**config.mk**
```make
export PLATFORM = sky130hd
export DESIGN_NAME = stm_formatter
export DESIGN_NICKNAME = d
export VERILOG_FILES = /design/src/design/stm_pkg.sv /design/src/design/stm_formatter.sv
export VERILOG_INCLUDE_DIRS = /design/src /design/src/design
export SDC_FILE = /design/constraint.sdc
export NUM_CORES = 1
export LEC_CHECK = 0
export ABC_AREA = 0
export BUFFER_PORTS_ARGS = -buffer_cell sky130_fd_sc_hd__buf_2
export CAP_MARGIN = 20
export CORE_MARGIN = 3
export CORE_UTILIZATION = 55
export CTS_CLUSTER_DIAMETER = 50
export CTS_CLUSTER_SIZE = 28
export DETAILED_ROUTE_END_ITERATION = 12
export PLACE_DENSITY = 0.76
export SLEW_MARGIN = 30
export SYNTH_ARGS = -nofsm -noshare
export SYNTH_HDL_FRONTEND = slang
export SYNTH_SLANG_ARGS = --single-unit
```
**constraint.sdc**
```tcl
create_clock -name i_clock -period 6.4 [get_ports i_clock]
set_input_delay 0.32 -clock i_clock [delete_from_list [all_inputs] [get_ports i_clock]]
set_output_delay 0.32 -clock i_clock [all_outputs]
set_load 0.01 [all_outputs]
```
**src/design/stm_defines.svh**
```systemverilog
// constants for the serial time message formatter
`ifndef STM_DEFINES_SVH
`define STM_DEFINES_SVH
`define STM_CLK_HZ 25000000
`define STM_OFF_CTRL 12'h000
`define STM_OFF_TIME 12'h004
`define STM_OFF_ZONE 12'h008
`define STM_OFF_STAT 12'h00c
`define STM_OFF_IRQ 12'h010
`define STM_OFF_MASK 12'h014
`define STM_OFF_FAULT 12'h018
`define STM_CH_CR 8'h0d
`define STM_CH_LF 8'h0a
`define STM_CH_SP 8'h20
`define STM_CH_QM 8'h3f
`define STM_CH_COLON 8'h3a
`define STM_CH_ZERO 8'h30
`define STM_CH_T 8'h54
`define STM_CH_Z 8'h5a
`define STM_CH_EQ 8'h3d
`define STM_CH_S 8'h53
`define STM_CH_I 8'h49
`define STM_CH_D 8'h44
`define STM_CH_O 8'h4f
`define STM_MSG_LEN 5'd25
`define STM_MERIT_BEST 4'd4
`define STM_MERIT_UNSYNC 4'd9
`define STM_HOLD_SECONDS 12'd600
`define STM_FAULT_SECONDS 12'd3600
`define STM_DIV_57600 16'd434
`define STM_DIV_19200 16'd1302
`define STM_DIV_9600 16'd2604
`define STM_DIV_4800 16'd5208
`define STM_PAR_NONE 2'd0
`define STM_PAR_ODD 2'd1
`define STM_PAR_EVEN 2'd2
`define STM_IRQ_MSG 0
`define STM_IRQ_ALARM 1
`define STM_IRQ_FAULT 2
`endif

```
**src/design/stm_pkg.sv**
```systemverilog
// types for the serial time message formatter
package stm_pkg;
  typedef enum logic [2:0] {STM_IDLE, STM_START, STM_DATA, STM_PARITY, STM_STOP} stm_tx_e;
  typedef logic [7:0] stm_char_t;
endpackage

```
**src/design/stm_formatter.sv**
```systemverilog
// serial time message formatter with apb registers and uart transmitter
//
// The implementer's own choices: the APB register port and the register addresses.
`timescale 1ns/100ps
`default_nettype none
`include "stm_defines.svh"
////////////////////////////////////////////////////////////////////////
// Overview of operation
// - message order CR LF Q DDD time DST TZ CRLF
// - locked quality character is space
// - unsynchronized quality character is question mark
// - colon separated two digit hh mm ss
// - three digit day before time
// - one DST letter S I D O before zone
// - zone text TZ= plus 00..23
// - CR 0x0d and LF 0x0a both ends
// - leading CR starts on the second tick
// - merit code kept between 4 and 9
// - code 9 unsynchronized, also never locked
// - lost reference raises code gradually
// - fault indicator after one unsynchronized hour
// - timeout bit set in fault status
// - alarm on lost lock or hardware fault
// - on-time character early, output starts automatically
// - four baud rates, odd even none parity
module stm_formatter (
  input wire logic i_clock,
  input wire logic i_rst_n,
  input wire logic i_pps,
  input wire logic i_ref_locked,
  input wire logic i_hw_fault,
  input wire logic i_psel,
  input wire logic i_penable,
  input wire logic i_pwrite,
  input wire logic [11:0] i_paddr,
  input wire logic [31:0] i_pwdata,
  output logic [31:0] o_prdata,
  output logic o_pready,
  output logic o_pslverr,
  output logic o_txd,
  output logic o_alarm,
  output logic o_fault_led,
  output logic o_irq
);
  import stm_pkg::*;
  ////////////////////////////////////////////////////////////////////////
  logic [1:0] baud_sel;
  logic [1:0] parity_sel;
  logic [1:0] dst_sel;
  logic [4:0] zone;
  logic [8:0] day;
  logic [4:0] hour;
  logic [5:0] minute;
  logic [5:0] second;
  logic [3:0] merit;
  logic ever_locked;
  logic [11:0] hold_cnt;
  logic [11:0] unsync_cnt;
  logic fault_to;
  logic [2:0] irq_stat;
  logic [2:0] irq_mask;
  logic [2:0] irq_event;
  logic alarm_q;
  logic wr_en;
  logic rd_en;
  stm_tx_e tx_state;
  logic [4:0] char_idx;
  logic [2:0] bit_idx;
  logic [15:0] baud_cnt;
  logic [15:0] baud_div;
  stm_char_t shreg;
  stm_char_t next_char;
  logic par_acc;
  logic msg_done;
  logic [8:0] day_l;
  logic [4:0] hour_l;
  logic [5:0] minute_l;
  logic [5:0] second_l;
  logic [1:0] dst_l;
  logic [4:0] zone_l;
  logic quality_locked;

  assign wr_en = i_psel && i_penable && i_pwrite;
  assign rd_en = i_psel && i_penable && !i_pwrite;
  assign o_pready = 1'b1;
  assign o_pslverr = 1'b0;

  function automatic stm_char_t digit(input logic [9:0] v);
    digit = `STM_CH_ZERO + stm_char_t'(v % 10'd10);
  endfunction

  ////////////////////////////////////////////////////////////////////////
  // register writes; time registers are loaded by software each second
  always_ff @(posedge i_clock) begin
    if (!i_rst_n) begin
      baud_sel <= 2'h0;
      parity_sel <= `STM_PAR_NONE;
      dst_sel <= 2'h0;
      zone <= 5'h00;
      day <= 9'h001;
      hour <= 5'h00;
      minute <= 6'h00;
      second <= 6'h00;
      irq_mask <= 3'h0;
    end else if (wr_en) begin
      if (i_paddr == `STM_OFF_CTRL) begin
        baud_sel <= i_pwdata[1:0];
        parity_sel <= (i_pwdata[3:2] == 2'h3) ? `STM_PAR_NONE : i_pwdata[3:2];
        dst_sel <= i_pwdata[5:4];
      end else if (i_paddr == `STM_OFF_TIME) begin
        day <= i_pwdata[24:16];
        hour <= i_pwdata[15:11];
        minute <= i_pwdata[10:5];
        second <= {1'b0, i_pwdata[4:0]};
      end else if (i_paddr == `STM_OFF_ZONE) begin
        zone <= (i_pwdata[4:0] > 5'd23) ? 5'd23 : i_pwdata[4:0];
        second <= i_pwdata[13:8];
      end else if (i_paddr == `STM_OFF_MASK) begin
        irq_mask <= i_pwdata[2:0];
      end
    end
  end

  always_comb begin
    o_prdata = 32'h0;
    if (!rd_en) begin
      o_prdata = 32'h0;
    end else if (i_paddr == `STM_OFF_CTRL) begin
      o_prdata = {26'h0, dst_sel, parity_sel, baud_sel};
    end else if (i_paddr == `STM_OFF_TIME) begin
      o_prdata = {7'h0, day, hour, minute, 5'h0};
    end else if (i_paddr == `STM_OFF_ZONE) begin
      o_prdata = {18'h0, second, 3'h0, zone};
    end else if (i_paddr == `STM_OFF_STAT) begin
      o_prdata = {24'h0, ever_locked, o_fault_led, o_alarm, 1'b0, merit};
    end else if (i_paddr == `STM_OFF_IRQ) begin
      o_prdata = {29'h0, irq_stat};
    end else if (i_paddr == `STM_OFF_MASK) begin
      o_prdata = {29'h0, irq_mask};
    end else if (i_paddr == `STM_OFF_FAULT) begin
      o_prdata = {31'h0, fault_to};
    end
  end

  ////////////////////////////////////////////////////////////////////////
  // merit tracking, hold count stepped once per second, merit once per hold interval
  always_ff @(posedge i_clock) begin
    if (!i_rst_n) begin
      merit <= `STM_MERIT_UNSYNC;
      ever_locked <= 1'b0;
      hold_cnt <= 12'h000;
    end else if (i_ref_locked) begin
      merit <= `STM_MERIT_BEST;
      ever_locked <= 1'b1;
      hold_cnt <= 12'h000;
    end else if (!ever_locked) begin
      merit <= `STM_MERIT_UNSYNC;
    end else if (i_pps && merit != `STM_MERIT_UNSYNC) begin
      // degrade one step per hold interval instead of jumping straight to 9
      if (hold_cnt == `STM_HOLD_SECONDS - 12'd1) begin
        hold_cnt <= 12'h000;
        merit <= merit + 4'd1;
      end else begin
        hold_cnt <= hold_cnt + 12'd1;
      end
    end
  end

  always_ff @(posedge i_clock) begin
    if (!i_rst_n) begin
      unsync_cnt <= 12'h000;
      fault_to <= 1'b0;
    end else if (merit != `STM_MERIT_UNSYNC) begin
      unsync_cnt <= 12'h000;
      fault_to <= 1'b0;
    end else if (i_pps && !fault_to) begin
      if (unsync_cnt == `STM_FAULT_SECONDS - 12'd1) begin
        fault_to <= 1'b1;
      end else begin
        unsync_cnt <= unsync_cnt + 12'd1;
      end
    end
  end

  assign o_fault_led = fault_to;
  assign quality_locked = (merit < `STM_MERIT_UNSYNC);

  always_ff @(posedge i_clock) begin
    if (!i_rst_n) begin
      o_alarm <= 1'b0;
      alarm_q <= 1'b0;
    end else begin
      o_alarm <= (ever_locked && !i_ref_locked) || i_hw_fault;
      alarm_q <= o_alarm;
    end
  end

  ////////////////////////////////////////////////////////////////////////
  // sticky status, write one to clear, set wins
  assign irq_event[`STM_IRQ_MSG] = msg_done;
  assign irq_event[`STM_IRQ_ALARM] = o_alarm && !alarm_q;
  // same condition that sets fault_to, so the event fires on the setting tick
  assign irq_event[`STM_IRQ_FAULT] = merit == `STM_MERIT_UNSYNC && i_pps && !fault_to
    && unsync_cnt == `STM_FAULT_SECONDS - 12'd1;

  genvar gi;
  generate
    for (gi = 0; gi < 3; gi++) begin : g_irq
      always_ff @(posedge i_clock) begin
        if (!i_rst_n) begin
          irq_stat[gi] <= 1'b0;
        end else if (irq_event[gi]) begin
          irq_stat[gi] <= 1'b1;
        end else if (wr_en && i_paddr == `STM_OFF_IRQ && i_pwdata[gi]) begin
          irq_stat[gi] <= 1'b0;
        end
      end
    end
  endgenerate

  assign o_irq = |(irq_stat & irq_mask);

  ////////////////////////////////////////////////////////////////////////
  // message characters, time, dst and zone fields latched at the second tick; quality from live merit
  always_comb begin
    next_char = `STM_CH_CR;
    case (char_idx)
      5'd0: next_char = `STM_CH_CR;
      5'd1: next_char = `STM_CH_LF;
      5'd2: next_char = quality_locked ? `STM_CH_SP : `STM_CH_QM;
      5'd3: next_char = `STM_CH_SP;
      5'd4: next_char = digit(10'(day_l) / 10'd100);
      5'd5: next_char = digit(10'(day_l) / 10'd10);
      5'd6: next_char = digit(10'(day_l));
      5'd7: next_char = `STM_CH_SP;
      5'd8: next_char = digit(10'(hour_l) / 10'd10);
      5'd9: next_char = digit(10'(hour_l));
      5'd10: next_char = `STM_CH_COLON;
      5'd11: next_char = digit(10'(minute_l) / 10'd10);
      5'd12: next_char = digit(10'(minute_l));
      5'd13: next_char = `STM_CH_COLON;
      5'd14: next_char = digit(10'(second_l) / 10'd10);
      5'd15: next_char = digit(10'(second_l));
      5'd16: next_char = `STM_CH_SP;
      5'd17: begin
        case (dst_l)
          2'd0: next_char = `STM_CH_S;
          2'd1: next_char = `STM_CH_I;
          2'd2: next_char = `STM_CH_D;
          default: next_char = `STM_CH_O;
        endcase
      end
      5'd18: next_char = `STM_CH_T;
      5'd19: next_char = `STM_CH_Z;
      5'd20: next_char = `STM_CH_EQ;
      5'd21: next_char = digit(10'(zone_l) / 10'd10);
      5'd22: next_char = digit(10'(zone_l));
      5'd23: next_char = `STM_CH_CR;
      5'd24: next_char = `STM_CH_LF;
      default: next_char = `STM_CH_LF;
    endcase
  end

  always_comb begin
    baud_div = `STM_DIV_57600;
    case (baud_sel)
      2'd0: baud_div = `STM_DIV_57600;
      2'd1: baud_div = `STM_DIV_19200;
      2'd2: baud_div = `STM_DIV_9600;
      default: baud_div = `STM_DIV_4800;
    endcase
  end

  ////////////////////////////////////////////////////////////////////////
  // uart: a tick aborts nothing; the message must fit in the second
  always_ff @(posedge i_clock) begin
    if (!i_rst_n) begin
      tx_state <= STM_IDLE;
      char_idx <= 5'd0;
      bit_idx <= 3'd0;
      baud_cnt <= 16'h0000;
      shreg <= 8'hff;
      par_acc <= 1'b0;
      o_txd <= 1'b1;
      msg_done <= 1'b0;
      day_l <= 9'h001;
      hour_l <= 5'h00;
      minute_l <= 6'h00;
      second_l <= 6'h00;
      dst_l <= 2'h0;
      zone_l <= 5'h00;
    end else begin
      msg_done <= 1'b0;
      case (tx_state)
        STM_IDLE: begin
          o_txd <= 1'b1;
          if (i_pps) begin
            // starts on first tick, no software enable needed
            day_l <= day;
            hour_l <= hour;
            minute_l <= minute;
            second_l <= second;
            dst_l <= dst_sel;
            zone_l <= zone;
            char_idx <= 5'd0;
            baud_cnt <= 16'h0000;
            tx_state <= STM_START;
            o_txd <= 1'b0;
          end
        end
        default: begin
          if (baud_cnt != baud_div - 16'd1) begin
            baud_cnt <= baud_cnt + 16'd1;
          end else begin
            baud_cnt <= 16'h0000;
            case (tx_state)
              STM_START: begin
                shreg <= next_char;
                par_acc <= ^next_char;
                o_txd <= next_char[0];
                bit_idx <= 3'd0;
                tx_state <= STM_DATA;
              end
              STM_DATA: begin
                if (bit_idx == 3'd7) begin
                  if (parity_sel == `STM_PAR_NONE) begin
                    o_txd <= 1'b1;
                    tx_state <= STM_STOP;
                  end else begin
                    o_txd <= (parity_sel == `STM_PAR_ODD) ? !par_acc : par_acc;
                    tx_state <= STM_PARITY;
                  end
                end else begin
                  bit_idx <= bit_idx + 3'd1;
                  o_txd <= shreg[bit_idx + 3'd1];
                end
              end
              STM_PARITY: begin
                o_txd <= 1'b1;
                tx_state <= STM_STOP;
              end
              default: begin
                if (char_idx == `STM_MSG_LEN - 5'd1) begin
                  msg_done <= 1'b1;
                  tx_state <= STM_IDLE;
                end else begin
                  char_idx <= char_idx + 5'd1;
                  o_txd <= 1'b0;
                  tx_state <= STM_START;
                end
              end
            endcase
          end
        end
      endcase
    end
  end

  ////////////////////////////////////////////////////////////////////////
  a_cr_on_tick: assert property (@(posedge i_clock) disable iff (!i_rst_n)
    (tx_state == STM_IDLE && i_pps) |=> (!o_txd && char_idx == 5'd0))
    else $error("leading start bit not on tick");
  a_merit_range: assert property (@(posedge i_clock) disable iff (!i_rst_n)
    merit >= `STM_MERIT_BEST && merit <= `STM_MERIT_UNSYNC)
    else $error("merit out of range");
  a_never_locked: assert property (@(posedge i_clock) disable iff (!i_rst_n)
    !ever_locked |-> merit == `STM_MERIT_UNSYNC)
    else $error("merit not 9 before lock");
  a_gradual_rise: assert property (@(posedge i_clock) disable iff (!i_rst_n)
    (!i_ref_locked && ever_locked) |=> merit <= $past(merit) + 4'd1)
    else $error("merit jumped");
  a_fault_cause: assert property (@(posedge i_clock) disable iff (!i_rst_n)
    $rose(fault_to) |-> merit == `STM_MERIT_UNSYNC && $past(unsync_cnt) == `STM_FAULT_SECONDS - 12'd1)
    else $error("fault without timeout");
  a_alarm_cause: assert property (@(posedge i_clock) disable iff (!i_rst_n)
    i_hw_fault |=> o_alarm)
    else $error("alarm missed");
  a_quality_char: assert property (@(posedge i_clock) disable iff (!i_rst_n)
    char_idx == 5'd2 |-> next_char == (merit < `STM_MERIT_UNSYNC ? `STM_CH_SP : `STM_CH_QM))
    else $error("bad quality char");
  a_colon_pos: assert property (@(posedge i_clock) disable iff (!i_rst_n)
    (char_idx == 5'd10 || char_idx == 5'd13) |-> next_char == `STM_CH_COLON)
    else $error("bad colon");
  a_ends_crlf: assert property (@(posedge i_clock) disable iff (!i_rst_n)
    char_idx == 5'd23 |-> next_char == `STM_CH_CR)
    else $error("bad trailing cr");
  c_msg_done: cover property (@(posedge i_clock) msg_done);
  c_parity: cover property (@(posedge i_clock) tx_state == STM_PARITY);
  c_fault: cover property (@(posedge i_clock) $rose(fault_to));
  c_irq: cover property (@(posedge i_clock) o_irq);
endmodule
`default_nettype wire

```
# After elaboration in Yosys (flattened, before gate mapping)
# Cells that the tools add are included.
[word_totals]
output_inout_bits = 38
rom_bits = 0
mem_bits_rw = 0
reg_bits = 146
inputBits = 52
latchBits = 0
n_memories = 0
elab_cells = 246
[op_classes]
multipliers = 0
addsub = 18
reduce_logical = 57
magnitude_cmp = 3
eq_ne = 53
mux = 55
div_mod_pow = 17
n_bitwise = 9
shift = 0
[ops]
columns = ["operator", "count"]
rows = [
  ["8-bit case mux with 19 select lines", 1],
  ["6-bit by 8-bit adder with 8-bit output, first input constant", 11],
  ["25-bit two-way mux", 3],
  ["10-bit by 4-bit remainder unit with 10-bit output, second input constant", 6],
  ["16-bit two-way mux", 3],
  ["5-bit equality test, second input constant", 9],
  ["5-bit by 4-bit equality test with 1-bit output, second input constant", 8],
  ["13-bit case mux with 3 select lines", 1],
  ["12-bit by 5-bit equality test with 1-bit output, second input constant", 3],
  ["5-bit two-way mux", 7],
  ["12-bit by 1-bit adder with 12-bit output, second input constant", 2],
  ["12-bit by 4-bit equality test with 1-bit output, second input constant", 2],
  ["3-bit two-way mux", 8],
  ["5-bit by 4-bit divider with 10-bit output, second input constant", 2],
  ["6-bit by 4-bit divider with 10-bit output, second input constant", 2],
  ["5-bit by 3-bit equality test with 1-bit output, second input constant", 4],
  ["5-bit by 4-bit remainder unit with 10-bit output, second input constant", 2],
  ["6-bit by 4-bit remainder unit with 10-bit output, second input constant", 2],
  ["1-bit two-way mux", 17],
  ["16-bit by 1-bit adder with 16-bit output, second input constant", 1],
  ["4-bit two-way mux", 4],
  ["16-bit != test", 1],
  ["2-bit AND reduction", 8],
  ["16-bit by 1-bit subtractor with 16-bit output, second input constant", 1],
  ["other kinds (51)", 104],
]

# Depth between registers and ports, before layout
[logic_depth]
word_depth = 9
ltp_mapped = 29
mapped_depth_nobuf = 25

# Least setup slack after synthesis
# No wires, ideal clock.
[synth_path]
path_type = "reg-to-reg"
start = "reg day_l[5]"
end = "reg par_acc"
stages_incl_launch_ff = 30
synth_period_minus_slack_ns = 5.019
n_path_buf = 5
required_time_ns = 6.341
t_arrival_ns = 4.960
setup_ns = 0.059
slack_ns = 1.381
cell_sequence = "dfxtp_1 > buf_4 > buf_4 > buf_2 > buf_2 > a21oi_1 > o21ai_0 > nand2_1 > o221a_2 > inv_1 > ha_1 > o31a_1 > buf_2 > and2b_1 > and3_1 > o21ai_1 > o31ai_2 > xnor2_1 > ha_1 > nor4_1 > o31ai_1 > o211ai_1 > a21oi_1 > a211oi_1 > a21oi_1 > xnor2_1 > xnor2_1 > xnor3_1 > mux2i_1 > and2_1"
[synth_via]
elab_chain_cells = 5
word_cells_on_any_way = 10
cone_classes = "add/sub (3); div (5); mux (1); reduce/logical (1)"
[synth_rtl]
columns = ["item", "line_no", "source"]
rows = [
  ["start: declaration", "stm_formatter.sv:75", "logic [8:0] day_l;"],
  ["start signal: assignment", "stm_formatter.sv:299", "day_l <= day;"],
  ["9-bit by 4-bit divider with 10-bit output / 9-bit by 7-bit divider with 10-bit output (equally long branches)", "stm_formatter.sv:233, stm_formatter.sv:232", ""],
  ["10-bit by 4-bit remainder unit with 10-bit output", "stm_formatter.sv:89", "digit = `STM_CH_ZERO + stm_char_t'(v % 10'd10);"],
  ["6-bit by 8-bit adder with 8-bit output (no source line)", "n/a", ""],
  ["8-bit case mux with 19 select lines (*)", "stm_formatter.sv:227", "case (char_idx)"],
  ["8-bit XOR reduction (*)", "stm_formatter.sv:319", "par_acc <= ^next_char;"],
  ["end signal: assignment", "stm_formatter.sv:319", ""],
  ["end: declaration", "stm_formatter.sv:73", "logic par_acc;"],
]
# Mark *: on every way between the ends. The rest lies on a longest branch, timed or not.
# A chain may end at the register's enable or synchronous reset.

# Worst setup path in the final report
[layout_path]
start = "reg day_l[8]"
end = "reg par_acc"
# The elaborated chain is that of the path after synthesis.

==> flow_summary.json <==
{
  "status": "completed",
  "gr-total-overflow": 0,
  "fin_crit_ns": 5.974,
  "critical_path_arrival_ns": 6.35,
  "cts_setup_buffers": 0,
  "clock-skew-final_ns": 0.008684,
  "vdd_drop_max_mv": 0.1891,
  "die_w_um": 146.5,
  "end_kind": "register",
  "syn_to_final_growth_pct": 8.619,
  "cts_resized": 0,
  "yosysTopAreaCell": "dfxtp_1",
  "worstSetupPathType": "reg -> reg",
  "pin_count": 90,
  "syn_area_per_cell_um2": 7.530,
  "final_nets": 1540,
  "tritoncts": "built",
  "stdcell_area_um2": 11790,
  "core_um2": 19020,
  "vias_per_cell": 6.042,
  "total_power_mw": 2.201,
  "hold_buffers": 0,
  "netlist_area_um2": 10860,
  "track_usage_pct": 26.05,
  "layout-drive-gt1-share_pct": 10.96,
  "p_leak_nw": 4.457,
  "root_buffer": "clkbuf_16",
  "fin_ws_ns": 0.4264,
  "grt_max_degree": 103,
  "critPathMaxFanout": 17,
  "numCtsBuffers": 17,
  "placed_area_um2": 11150,
  "critPathLaunchType": "register",
  "vias": 10393,
  "ys_types": 98,
  "netlist.area_leader.share_pct": 26.92,
  "htree_levels": 4,
  "required_ns": 6.77,
  "grt_pass1_vias": 9753,
  "portBuffers": 73,
  "insertion_delay_ns": 0.43,
  "cap_violations": 0,
  "place_ws_ns": 0.6356,
  "n_antenna_cell": 0,
  "gp_congestion": 0.9986,
  "synth-seq-area-share_pct": 26.92,
  "rsz0062_at_grt": "no",
  "start_util_pct": 57.09,
  "yosysWarnings": 0,
  "synthCells": 1442,
  "hold_viol": 0,
  "worstMarginPinSlew_ns": 0.9026,
  "clock_sinks": 146,
  "utilization_pct": 62.01,
  "clkTransAtPathRegs_ns": 0.06,
  "p_per_area_nw_per_um2": 186.6,
  "routed_wl_um": 28180,
  "drc": 0,
  "synth_edf_count": 0,
  "setup_viol": 0,
  "hpwl_um": 20240,
  "synthArstFlopShare_pct": 0,
  "antenna_found_initial": 0,
  "synth_flop_cell": "dfxtp_1",
  "detail-route-antenna-nets": 0,
  "cts_max_path_buffers": 2,
  "die_h_um": 146.5,
  "maxSlewHeadroom_pct": 39.83,
  "final_max_slew_viol_count": 0,
  "grt_pass1_wl_um": 47570,
  "first_pass_iters": 7,
  "hold_class": "in -> reg",
  "tns_ns": 0,
  "ys_ff_latch": 146,
  "wl_per_cell_um": 16.39,
  "fmax_mhz": 167.4,
  "fill_cells": 1685,
  "fin_crit_sh_pct": 93.34,
  "synth_area_leaders": "dfxtp_1 27%, nand2_1 8.0%, ha_1 4.7%",
  "drt_iter0_markers": 886,
  "rows": 50,
  "dieArea_um2": 21460
}
-- sequential cells by signal (all words and copies together) (netlist names), 3 cells and up --
signal	flops
baud_cnt	16
hold_cnt	12
unsync_cnt	12
day	9
day_l	9
shreg	8
minute	6
minute_l	6
second	6
second_l	6
char_idx	5
hour	5
hour_l	5
zone	5
zone_l	5
merit	4
bit_idx	3
irq_mask	3
irq_stat	3
tx_state	3
-- logic make-up (layout without fill, tap and decap cells) --
kind of cell / after synthesis / in the layout / share of synthesized area (%)
AND/OR/NAND/NOR: 609 / 609 / 27.37
AO/OA/AOI/OAI: 397 / 397 / 25.72
flip-flops: 146 / 146 / 26.92
adder cells (fa/ha/maj): 45 / 45 / 5.093
XOR/XNOR: 59 / 59 / 5.024
other: 2 / 9 / 0.06917
multiplexers: 34 / 34 / 3.445
buffers and inverters: 150 / 161 / 6.361
-- worst max-delay path, stage by stage, from the launching register on --
cell and delay, ns:
dfxtp_1 0.57, buf_4 0.30, or3b_2 0.49, a21boi_0 0.17
ha_1 0.26, o31a_1 0.39, and2b_1 0.36, and3_1 0.21
o21ai_1 0.10, o31ai_2 0.43, xnor2_1 0.19, ha_1 0.23
nor4_1 0.29, o31ai_1 0.12, o211ai_1 0.15, a21oi_1 0.10
a211oi_1 0.36, a21oi_1 0.18, xnor2_1 0.31, xnor2_1 0.19
xnor3_1 0.26, mux2i_1 0.13, and2_1 0.13
-- final cells by class --
class                   instances  area (um2)  area share (%)
multi-input cells            1153        7291           61.82
flip-flops and latches        146        2923           24.78
repair buffers                 84       447.9           3.798
clock buffers                  17       425.4           3.607
well taps                     260       325.3           2.758
clock inverters                15       212.7           1.804
inverters                      45       168.9           1.432
-- synthesized netlist by cell type, types with 11 or more instances --
cell,number
nand3_1,51
nor2b_1,34
mux2i_1,25
o211ai_1,24
ha_1,41
a22oi_1,20
a21boi_0,63
clkbuf_1,67
and3_1,22
nor2_1,112
a211oi_1,16
nand2_1,232
buf_4,16
buf_2,12
and2_1,27
dfxtp_1,146
o21ai_0,68
nor4_1,11
xor2_1,20
inv_1,39
nor3_1,22
a21oi_1,72
nand4_1,11
a31oi_1,15
xnor2_1,36
nand3b_1,13
nand2b_1,26
-- metrics by stage --
stage	instances	hold slack [ns]
5_1_grt	1720	0.1278
3_3_place_gp	1688	0.4554
2_1_floorplan	1449	0.4302
6_report	1720	0.1087
3_5_place_dp	1688	0.4587
4_1_cts	1720	0.1049
-- worst paths after layout --
kind	from	endpoint	slack, ns	depth (start not counted)
hold / removal	i_pwdata[16]	day[0]$_SDFFE_PN1P_	0.11	3
setup reg to reg	day_l[8]$_SDFFE_PN0P_	par_acc$_SDFFE_PN0P_	0.43	22
setup / recovery	day_l[8]$_SDFFE_PN0P_	par_acc$_SDFFE_PN0P_	0.43	22
hold reg to reg	minute_l[0]$_SDFFE_PN0P_	minute_l[0]$_SDFFE_PN0P_	0.47	2
-- layer usage --
layer  up-vias  GRT usage, %  share of wire [%]
li1       5134             -                  -
met1      4865         34.51                 46
met2       340         43.57                 47
met3        54         3.973                5.3
met4         0         8.561                2.2
met5         -             0                  0
-- cell usage in the layout, fill, tap and decap left out, types with 21 or more instances in the layout --
cell type / count
xnor2_1: 36
dfxtp_1: 146
buf_2: 73
nand2b_1: 26
nand3_1: 51
nand2_1: 231
mux2i_1: 25
a21oi_1: 72
nor2_1: 112
a21boi_0: 63
inv_1: 39
ha_1: 41
nor2b_1: 34
and3_1: 22
o211ai_1: 24
o21ai_0: 68
and2_1: 27
nor3_1: 21
-- report_power, final --
| part | internal (mW) | switching, mW |
|---|---|---|
| clock network | 0.631 | 0.442 |
| logic | 0.0772 | 0.120 |
| registers | 0.917 | 0.0135 |
| total | 1.63 | 0.575 |
Power figures use the tool's default switching activity.
